`config.mk`:
```
export PLATFORM = sky130hd
export DESIGN_NAME = mcr_regs
export DESIGN_NICKNAME = d
export VERILOG_FILES = /design/src/common/mcr_pkg.sv /design/src/rtl/mcr_map_mem.sv /design/src/rtl/mcr_regs.sv
export VERILOG_INCLUDE_DIRS = /design/src /design/src/common
export SDC_FILE = /design/constraint.sdc
export NUM_CORES = 2
export LEC_CHECK = 0
export BUFFER_PORTS_ARGS = -buffer_cell sky130_fd_sc_hd__buf_2
export CAP_MARGIN = 25
export CORE_MARGIN = 4
export CORE_UTILIZATION = 25
export CTS_CLUSTER_DIAMETER = 120
export CTS_CLUSTER_SIZE = 10
export DETAILED_ROUTE_END_ITERATION = 8
export PLACE_DENSITY = 0.4
export SLEW_MARGIN = 20
export SYNTH_ARGS = -nofsm -noshare
export SYNTH_HDL_FRONTEND = slang
export SYNTH_SLANG_ARGS = --single-unit
```
`constraint.sdc`:
```
create_clock -name mclk_i -period 8.27 [get_ports mclk_i]
set_input_delay 1.654 -clock mclk_i [delete_from_list [all_inputs] [get_ports mclk_i]]
set_output_delay 1.654 -clock mclk_i [all_outputs]
set_load 0.03 [all_outputs]
```
`src/common/mcr_consts.svh`:
```
// register codes, field positions, reset values and sizes of the memory-control registers
`ifndef MCR_CONSTS_SVH
`define MCR_CONSTS_SVH

// register codes carried in the low eight address bits
`define MCR_CODE_MAP_UPPER    8'h01
`define MCR_CODE_MAP_LOWER    8'h02
`define MCR_CODE_MAP_VALID    8'h03
`define MCR_CODE_ERRST_UPPER  8'h10
`define MCR_CODE_ERRST_LOWER  8'h11
`define MCR_CODE_ERRADR_UPPER 8'h12
`define MCR_CODE_ERRADR_LOWER 8'h13
`define MCR_CODE_SBE_UPPER    8'h14
`define MCR_CODE_SBE_LOWER    8'h15
`define MCR_CODE_SLOT         8'h16
`define MCR_CODE_LOCK         8'h17
`define MCR_CODE_INT_BASE     8'h20
`define MCR_CODE_INT_LAST     8'h26

// address fields
`define MCR_CODE_MSB      7
`define MCR_CODE_LSB      0
`define MCR_VPN_LSB       8
`define MCR_IDX_W         6
`define MCR_ENTRIES       64

// translation half-word fields
`define MCR_HALF_W        16
`define MCR_PPN_MSB       15
`define MCR_PPN_LSB       4
`define MCR_FLAG_MSB      3

// error status bits
`define MCR_ST_ECC_BIT    0
`define MCR_ST_ACK_BIT    1

// counters and interrupt levels
`define MCR_SBE_W         16
`define MCR_INT_LEVELS    7
`define MCR_INT_W         8
`define MCR_SBE_INT_LVL   0
`define MCR_SBE_INT_LOWER 0
`define MCR_SBE_INT_UPPER 1
`define MCR_SLOT_W        4

// reset values
`define MCR_RST_WORD      32'h0000_0000
`define MCR_RST_HALF      16'h0000
`define MCR_RST_INT       8'h00

`endif

```
`src/common/mcr_pkg.sv`:
```
// types shared by the memory-control register files
`include "mcr_consts.svh"
package mcr_pkg;
    // one control-register instruction issued by the processor
    typedef struct packed {
        logic        rd;     // control_register_read
        logic        wr;     // control_register_write
        logic [31:0] addr;   // computed virtual address
        logic [31:0] wdata;  // data to write
    } mcr_cr_req_t;

    // error events reported by one half of the system_bus
    typedef struct packed {
        logic ack_err;     // acknowledge error
        logic ecc_uncorr;  // uncorrectable ecc error
        logic single_bit;  // corrected single-bit error
    } mcr_err_t;

    // which source feeds the read answer
    typedef enum logic [1:0] {
        MCR_SRC_REG,
        MCR_SRC_MAP_UPPER,
        MCR_SRC_MAP_LOWER
    } mcr_src_t;
endpackage

```
`src/rtl/mcr_map_mem.sv`:
```
// translation entry storage: two half-words per entry, registered read
`timescale 1ns/1ps
`default_nettype none
`include "mcr_consts.svh"
module mcr_map_mem (
    input  wire logic                    mclk_i,      // processor clock
    input  wire logic                    rst_i,       // sync reset, high
    input  wire logic [`MCR_IDX_W-1:0]   idx_i,       // entry index
    input  wire logic                    we_upper_i,  // write upper half
    input  wire logic                    we_lower_i,  // write lower half
    input  wire logic [`MCR_HALF_W-1:0]  wdata_i,     // half-word to write
    input  wire logic                    re_i,        // read both halves
    output logic      [`MCR_HALF_W-1:0]  upper_o,     // upper half read
    output logic      [`MCR_HALF_W-1:0]  lower_o      // lower half read
);
    logic [`MCR_HALF_W-1:0] upper_mem [`MCR_ENTRIES];
    logic [`MCR_HALF_W-1:0] lower_mem [`MCR_ENTRIES];

    // array has no reset; software validates an entry by writing it
    always_ff @(posedge mclk_i) begin
        if (we_upper_i) begin
            upper_mem[idx_i] <= wdata_i;
        end
        if (we_lower_i) begin
            lower_mem[idx_i] <= wdata_i;
        end
    end

    // read data come out of a register
    always_ff @(posedge mclk_i) begin
        if (rst_i) begin
            upper_o <= `MCR_RST_HALF;
            lower_o <= `MCR_RST_HALF;
        end else if (re_i) begin
            upper_o <= upper_mem[idx_i];
            lower_o <= lower_mem[idx_i];
        end
    end
endmodule
`default_nettype wire

```
`src/rtl/mcr_regs.sv`:
```
// memory-control register set reached by control-register instructions
`timescale 1ns/1ps
`default_nettype none
`include "mcr_consts.svh"
module mcr_regs
    import mcr_pkg::*;
(
    input  wire logic                  mclk_i,          // processor clock
    input  wire logic                  rst_i,           // sync reset, high
    input  wire mcr_cr_req_t           cr_req_i,        // control-register instruction
    output logic      [31:0]           cr_rdata_o,      // read answer
    output logic                       cr_rvalid_o,     // answer strobe
    input  wire mcr_err_t [1:0]        err_i,           // [1] upper, [0] lower half
    input  wire logic [31:0]           err_addr_i,      // address of current word
    input  wire logic [`MCR_SLOT_W-1:0] slot_i,         // backplane slot pins
    input  wire logic [`MCR_INT_LEVELS-1:0][`MCR_INT_W-1:0] irq_req_i, // requester sets
    input  wire logic                  mem_op_i,        // load/store issued
    output logic                       locked_cycle_o,  // issue as locked cycle
    output logic                       bus_lock_o,      // bus_lock_request bit
    output logic      [`MCR_INT_LEVELS-1:0] irq_level_o // level has a request
);
    localparam int LV = `MCR_INT_LEVELS;

    logic [7:0]               code;
    logic [`MCR_IDX_W-1:0]    idx;
    logic                     rd;
    logic                     wr;
    logic [`MCR_ENTRIES-1:0]  valid;
    logic [1:0][1:0]          err_status;
    logic [31:0]              err_addr;
    logic [1:0][`MCR_SBE_W-1:0] sbe_count;
    logic [1:0]               sbe_ovf;
    logic [LV-1:0][`MCR_INT_W-1:0] int_req;
    logic [`MCR_SLOT_W-1:0]   slot;
    logic                     slot_taken;
    logic                     lock_req;
    logic                     s1_valid;
    mcr_src_t                 s1_src;
    logic [31:0]              s1_value;
    logic [`MCR_HALF_W-1:0]   map_upper;
    logic [`MCR_HALF_W-1:0]   map_lower;
    logic                     map_re;
    logic                     we_upper;
    logic                     we_lower;
    logic                     any_fail;
    logic [31:0]              next_value;
    mcr_src_t                 next_src;
    logic [1:0]               st_rd;

    // address fields: page selects the entry, low byte the register
    assign code = cr_req_i.addr[`MCR_CODE_MSB:`MCR_CODE_LSB];
    assign idx  = cr_req_i.addr[`MCR_VPN_LSB +: `MCR_IDX_W];
    assign rd   = cr_req_i.rd & ~cr_req_i.wr;
    assign wr   = cr_req_i.wr;

    // each entry half is its own 16-bit access
    assign we_upper = wr && (code == `MCR_CODE_MAP_UPPER);
    assign we_lower = wr && (code == `MCR_CODE_MAP_LOWER);
    assign map_re   = rd && ((code == `MCR_CODE_MAP_UPPER) || (code == `MCR_CODE_MAP_LOWER));

    // entry storage; bits 31:16 of the written word are dropped
    mcr_map_mem u_map (
        .mclk_i     (mclk_i),
        .rst_i      (rst_i),
        .idx_i      (idx),
        .we_upper_i (we_upper),
        .we_lower_i (we_lower),
        .wdata_i    (cr_req_i.wdata[`MCR_HALF_W-1:0]),
        .re_i       (map_re),
        .upper_o    (map_upper),
        .lower_o    (map_lower)
    );

    // valid bits live in flops so reset leaves every entry invalid
    always_ff @(posedge mclk_i) begin
        if (rst_i) begin
            valid <= '0;
        end else if (we_upper || we_lower) begin
            valid[idx] <= 1'b1;
        end else if (wr && (code == `MCR_CODE_MAP_VALID)) begin
            valid[idx] <= 1'b0;
        end
    end
    // reads never touch valid, only the write branches above do

    // status registers clear on read; a new error in that cycle wins
    assign st_rd[1] = rd && (code == `MCR_CODE_ERRST_UPPER);
    assign st_rd[0] = rd && (code == `MCR_CODE_ERRST_LOWER);

    genvar h;
    generate
        for (h = 0; h < 2; h++) begin : g_half
            // sticky error flags of one half
            always_ff @(posedge mclk_i) begin
                if (rst_i) begin
                    err_status[h] <= 2'h0;
                end else begin
                    err_status[h][`MCR_ST_ECC_BIT] <= (err_status[h][`MCR_ST_ECC_BIT] & ~st_rd[h])
                                                      | err_i[h].ecc_uncorr;
                    err_status[h][`MCR_ST_ACK_BIT] <= (err_status[h][`MCR_ST_ACK_BIT] & ~st_rd[h])
                                                      | err_i[h].ack_err;
                end
            end

            // single-bit error tally, wraps after all ones
            always_ff @(posedge mclk_i) begin
                if (rst_i) begin
                    sbe_count[h] <= `MCR_RST_HALF;
                end else if (err_i[h].single_bit) begin
                    sbe_count[h] <= sbe_count[h] + `MCR_SBE_W'(1);
                end
            end
            assign sbe_ovf[h] = err_i[h].single_bit && (&sbe_count[h]);
        end
    endgenerate

    // capture the failing word address on either half
    assign any_fail = err_i[0].ecc_uncorr | err_i[0].ack_err
                    | err_i[1].ecc_uncorr | err_i[1].ack_err;

    // hardware capture outranks a software write in the same cycle
    always_ff @(posedge mclk_i) begin
        if (rst_i) begin
            err_addr <= `MCR_RST_WORD;
        end else if (any_fail) begin
            err_addr <= err_addr_i;
        end else if (wr && (code == `MCR_CODE_ERRADR_LOWER)) begin
            err_addr[15:0] <= cr_req_i.wdata[15:0];
        end else if (wr && (code == `MCR_CODE_ERRADR_UPPER)) begin
            err_addr[31:16] <= cr_req_i.wdata[15:0];
        end
    end

    // interrupt levels: requesters and overflow set, writing one clears
    genvar l;
    generate
        for (l = 0; l < LV; l++) begin : g_level
            logic [`MCR_INT_W-1:0] clr;
            logic [`MCR_INT_W-1:0] ovf;
            assign clr = (wr && (code == 8'(`MCR_CODE_INT_BASE + l))) ?
                         cr_req_i.wdata[`MCR_INT_W-1:0] : `MCR_RST_INT;
            if (l == `MCR_SBE_INT_LVL) begin : g_ovf
                assign ovf = `MCR_INT_W'((sbe_ovf[0] << `MCR_SBE_INT_LOWER)
                                       | (sbe_ovf[1] << `MCR_SBE_INT_UPPER));
            end else begin : g_no_ovf
                assign ovf = `MCR_RST_INT;
            end
            // set wins over a simultaneous write-one clear
            always_ff @(posedge mclk_i) begin
                if (rst_i) begin
                    int_req[l] <= `MCR_RST_INT;
                end else begin
                    int_req[l] <= (int_req[l] & ~clr) | irq_req_i[l] | ovf;
                end
            end
            // per-level request summary to the processor
            always_ff @(posedge mclk_i) begin
                if (rst_i) begin
                    irq_level_o[l] <= 1'b0;
                end else begin
                    irq_level_o[l] <= |int_req[l];
                end
            end
        end
    endgenerate

    // slot pins are sampled once, on the first edge after reset
    always_ff @(posedge mclk_i) begin
        if (rst_i) begin
            slot_taken <= 1'b0;
            slot       <= '0;
        end else if (!slot_taken) begin
            slot_taken <= 1'b1;
            slot       <= slot_i;
        end
    end

    // lock request changes only on a software write
    always_ff @(posedge mclk_i) begin
        if (rst_i) begin
            lock_req <= 1'b0;
        end else if (wr && (code == `MCR_CODE_LOCK)) begin
            lock_req <= cr_req_i.wdata[0];
        end
    end

    // bus cycles see the bit but never clear it
    always_ff @(posedge mclk_i) begin
        if (rst_i) begin
            bus_lock_o     <= 1'b0;
            locked_cycle_o <= 1'b0;
        end else begin
            bus_lock_o     <= lock_req;
            locked_cycle_o <= mem_op_i & lock_req;
        end
    end

    // first read stage: pick the register value, unmapped codes read zero
    always_comb begin
        next_value = `MCR_RST_WORD;
        next_src   = MCR_SRC_REG;
        if ((code >= `MCR_CODE_INT_BASE) && (code <= `MCR_CODE_INT_LAST)) begin
            next_value = {24'h0, int_req[3'(code - `MCR_CODE_INT_BASE)]};
        end else begin
            unique case (code)
                `MCR_CODE_MAP_UPPER:    next_src   = MCR_SRC_MAP_UPPER;
                `MCR_CODE_MAP_LOWER:    next_src   = MCR_SRC_MAP_LOWER;
                `MCR_CODE_MAP_VALID:    next_value = {31'h0, valid[idx]};
                `MCR_CODE_ERRST_UPPER:  next_value = {30'h0, err_status[1]};
                `MCR_CODE_ERRST_LOWER:  next_value = {30'h0, err_status[0]};
                `MCR_CODE_ERRADR_UPPER: next_value = {16'h0, err_addr[31:16]};
                `MCR_CODE_ERRADR_LOWER: next_value = {16'h0, err_addr[15:0]};
                `MCR_CODE_SBE_UPPER:    next_value = {16'h0, sbe_count[1]};
                `MCR_CODE_SBE_LOWER:    next_value = {16'h0, sbe_count[0]};
                `MCR_CODE_SLOT:         next_value = {28'h0, slot};
                `MCR_CODE_LOCK:         next_value = {31'h0, lock_req};
                default:                next_value = `MCR_RST_WORD;
            endcase
        end
    end

    // stage one waits for the registered entry read
    always_ff @(posedge mclk_i) begin
        if (rst_i) begin
            s1_valid <= 1'b0;
            s1_src   <= MCR_SRC_REG;
            s1_value <= `MCR_RST_WORD;
        end else begin
            s1_valid <= rd;
            s1_src   <= next_src;
            s1_value <= next_value;
        end
    end

    // every read answers two cycles after the request, whatever the code
    always_ff @(posedge mclk_i) begin
        if (rst_i) begin
            cr_rvalid_o <= 1'b0;
            cr_rdata_o  <= `MCR_RST_WORD;
        end else begin
            cr_rvalid_o <= s1_valid;
            if (s1_valid) begin
                unique case (s1_src)
                    MCR_SRC_MAP_UPPER: cr_rdata_o <= {16'h0, map_upper};
                    MCR_SRC_MAP_LOWER: cr_rdata_o <= {16'h0, map_lower};
                    MCR_SRC_REG:       cr_rdata_o <= s1_value;
                    default:           cr_rdata_o <= s1_value;
                endcase
            end
        end
    end
endmodule
`default_nettype wire

```
==> results.md <==
* Outcome: complete, no violations
* Net total in the final layout at between 5k and 6k
* Drt drc at 0
* Initial DRC Count at 6,731
* H-tree depth reported by CTS at 5
* RSZ-0062 raised after global routing: no
* Share of synthesized registers carrying an async set or reset at 0%
* Fill cell instance count of the final layout at around 36k
* Leading post-synthesis cells by cell area: edfxtp_1 68%, dfxtp_1 6.0%, mux4_2 5.7%
* Layout overhead on the synthesized area at 17.1%
* Max FO, Critical Path at 26
* Clk buf depth at 4
* Setup Buffers After CTS at 0
* Buffers added on ports at 158
* Vias after detailed routing at between 50k and 60k
* Maxcap violations at 0
* Fraction of synthesized cell area taken by the top area cell type at 67.8%
* Number of hold-repair buffers added at the cts stage at 0
* Predominant post-synthesis flop cell: edfxtp_1
* Pwr Total at about 25 mW
* Initial cell density of the core at between 20 and 30%
* Part of the Yosys area used for sequential elements at around three quarters
* Tcrit/Tclk final at 55.6%
* Min-delay worst type: reg2reg
* Routability cong. at 0.829
* Chip height at 610 microns
* Number of warnings printed during yosys synthesis at 0
* Clock sink total at 2,319
* Number of enable-type register cells in the synthesized netlist at 2,048
* Slew Limit Headroom at 18.0%
* Crit. End Element: flip-flop
* Area of combinational cells with multiple inputs at roughly 22,000 sq um
* Setup violations, final at 0
* Critical path startpoint category: input pin
* Router iterations before antenna repair at 6
* Endpoint arrival time on the critical path at ~5.3 ns
* Power density normalized to cell area at 237 nW/um^2
* Kind of critical path: in2reg
* Largest net degree at the start of global routing at 94
* Cell type of the slowest stage on the worst timing path: nand4_1
* Maximum frequency from static timing analysis at 218 MHz
* Final core utilization at between 20% and 30%
* Skew-Pair Late Insertion Delay at 0.90 ns
* Drt via density at 5.14
* Required @ worst endpoint at 8.99 ns
* Root buf cell: clkbuf_16
* Cell type with the largest total area after synthesis: edfxtp_1
* Final count of pins violating max slew at 0
* Total track usage at 18.2%
* Antenna violations before repair at 39
* Worst Max-Slew Pin Slew at 1.22 ns
* Global-route congestion overflow total at 0
* Clock period minus worst slack at approximately 4.6 ns
* Area taken by flip-flops and latches at 66,900 sq um
* Netlist cell types at 74
* Worst Skew at between 0.07 and 0.08 ns
* Fin Setup TNS at 0 ns
* Post-synthesis sequential element count at 2,319
* Routed wire per std cell at 33.0 microns
* Fin Hold WS at 0.472 ns
* Static Leak at 33.0 nW
* Die width at 610 microns
* Worst-path cell chain: buf_2, inv_1, and3_2, buf_4, a31oi_1, nand4_1, a211oi_1, a31oi_1
* Maximum single-stage delay on the critical path at 0.73 ns
* Peak supply drop at 0.135 mV
* Number of hold-slack violations in the final timing report at 0
* Most frequent cell on the critical path: a31oi_1
* Synthesized area per cell at around 16 sq um
* Number of global-route vias before repair at ~53k
* Number of I/O pins at about 210
* CTS tree: built
* Placement Rows at 220
* Worst path top cell family by delay: simple AND/OR/NAND/NOR gates
* Die area at 372,000 sq um
* DP HPWL at 213,000 microns
* Antenna Violating Nets Remaining at 0
* Fraction of layout cells with a size suffix above 1 at between 20% and 30%
* Gate Count Post-Synth at 5,520
* Core area at around 360,000 sq um
* Global-route wire length before repair at approximately 470,000 microns
* Critical path buffer and inverter count at 3
* Clock-pin slew on the worst setup and hold paths at 0.06 ns
* Overall routed net length at 352,000 microns
* Syn Std Cell Area at 90,700 sq um
* Number of buffers created by CTS at 270
* Number of cells upsized or downsized after cts at 0
==> Yosys cell counts (21+ instances only) <==
cell type and n:
a211oi_1 51, a21oi_1 284, a221o_1 27, a221oi_1 212
a22o_1 28, a22oi_1 159, a31oi_1 27, and3_1 21
buf_1 50, buf_2 139, buf_4 51, clkbuf_1 175
dfxtp_1 271, edfxtp_1 2048, mux2_2 108, mux2i_1 258
mux4_2 229, nand2_1 263, nand3_1 95, nor2_1 393
nor3_1 21, nor4_1 22, o21ai_0 191, o22ai_1 102
==> layout by cell type, fill, tap and decap left out, types with 28 or more instances in the layout <==
cell type,instances
nor2_2,95
a21oi_1,284
buf_2,140
mux2i_1,258
a221oi_1,212
clkbuf_1,77
mux2_2,108
a22oi_1,159
nand2_1,262
o21ai_0,189
clkbuf_16,275
nand3_1,93
a22o_1,28
nor2_4,42
dfxtp_1,271
a211oi_1,51
buf_4,238
nor2_1,256
edfxtp_1,2048
o22ai_1,102
mux4_2,229
==> worst paths after layout <==
kind                                                        from                       endpoint  slack (ns)  cells after the start
worst min register to register                         flip-flop                      flip-flop        0.47                      2
worst max register to register  u_map.upper_mem[54][4]$_DFFE_PP_  u_map.upper_o[4]$_SDFFE_PP0P_        5.34                      6
worst max-delay path                                cr_req_i[43]  u_map.upper_o[4]$_SDFFE_PP0P_        3.67                      8
worst min-delay path                                   flip-flop                      flip-flop        0.47                      2
==> routing by layer <==
layer	vias to the layer above	share of wire (%)	global-route usage, %	wire length, microns
li1	22659	-	-	-
met1	29547	45	26.1	159000
met2	2197	46	28.6	161000
met3	480	6.6	3.00	23200
met4	12	2.7	4.70	9460
met5	-	0.018	0	62
==> worst min-delay path, stage by stage (launching register included) <==
cell and delay [ns]:
dfxtp_1 0.30, o21ai_0 0.06, a21oi_1 0.06
==> where the power goes <==
group	internal [mW]	total, mW	switching [mW]
clock network	6.13	10.9	4.77
logic	0.381	1.41	1.03
registers	12.8	12.8	0.0315
==> stage by stage <==
stage | std cells | setup WS [ns] | cell area [sq um]
6_report | 10685 | 3.67 | 106000
5_1_grt | 10679 | 3.63 | 106000
4_1_cts | 10673 | 3.82 | 106000
3_5_place_dp | 10296 | 2.86 | 98400
3_3_place_gp | 10287 | 2.71 | 98300
2_1_floorplan | 5535 | 4.19 | 90700
==> logic make-up after synthesis <==
| logic type | synth area share, % |
|---|---|
| AOI/OAI and AO/OA | 9.26 |
| other | 0.00414 |
| and+or+nand+nor | 4.49 |
| adders and majority gates | 0.0552 |
| buffers and inverters | 2.24 |
| muxes | 9.88 |
| DFF | 73.8 |
| xor gates and xnor gates | 0.251 |
==> layout make-up <==
cell class / count / share of cell area, %
flip-flops and latches: 2319 / 63.0
multi-input cells: 2783 / 21.1
clock buffers: 352 / 6.75
well taps: 4773 / 5.63
repair buffers: 413 / 2.95
clock inverters: 25 / 0.416
inverters: 13 / 0.0554
diodes: 7 / 0.0165
==> registers in the layout (all words and copies together), names as in the netlist, 7 cells and up, named ones only <==
signal,cells
err_addr,32
sbe_count,32
irq_level_o,7
u_map.lower_mem,1024
u_map.lower_o,16
u_map.upper_o,16
int_req,56
cr_rdata_o,16
u_map.upper_mem,1024
s1_value,16
No activity file was read; power rests on OpenSTA's default activity.
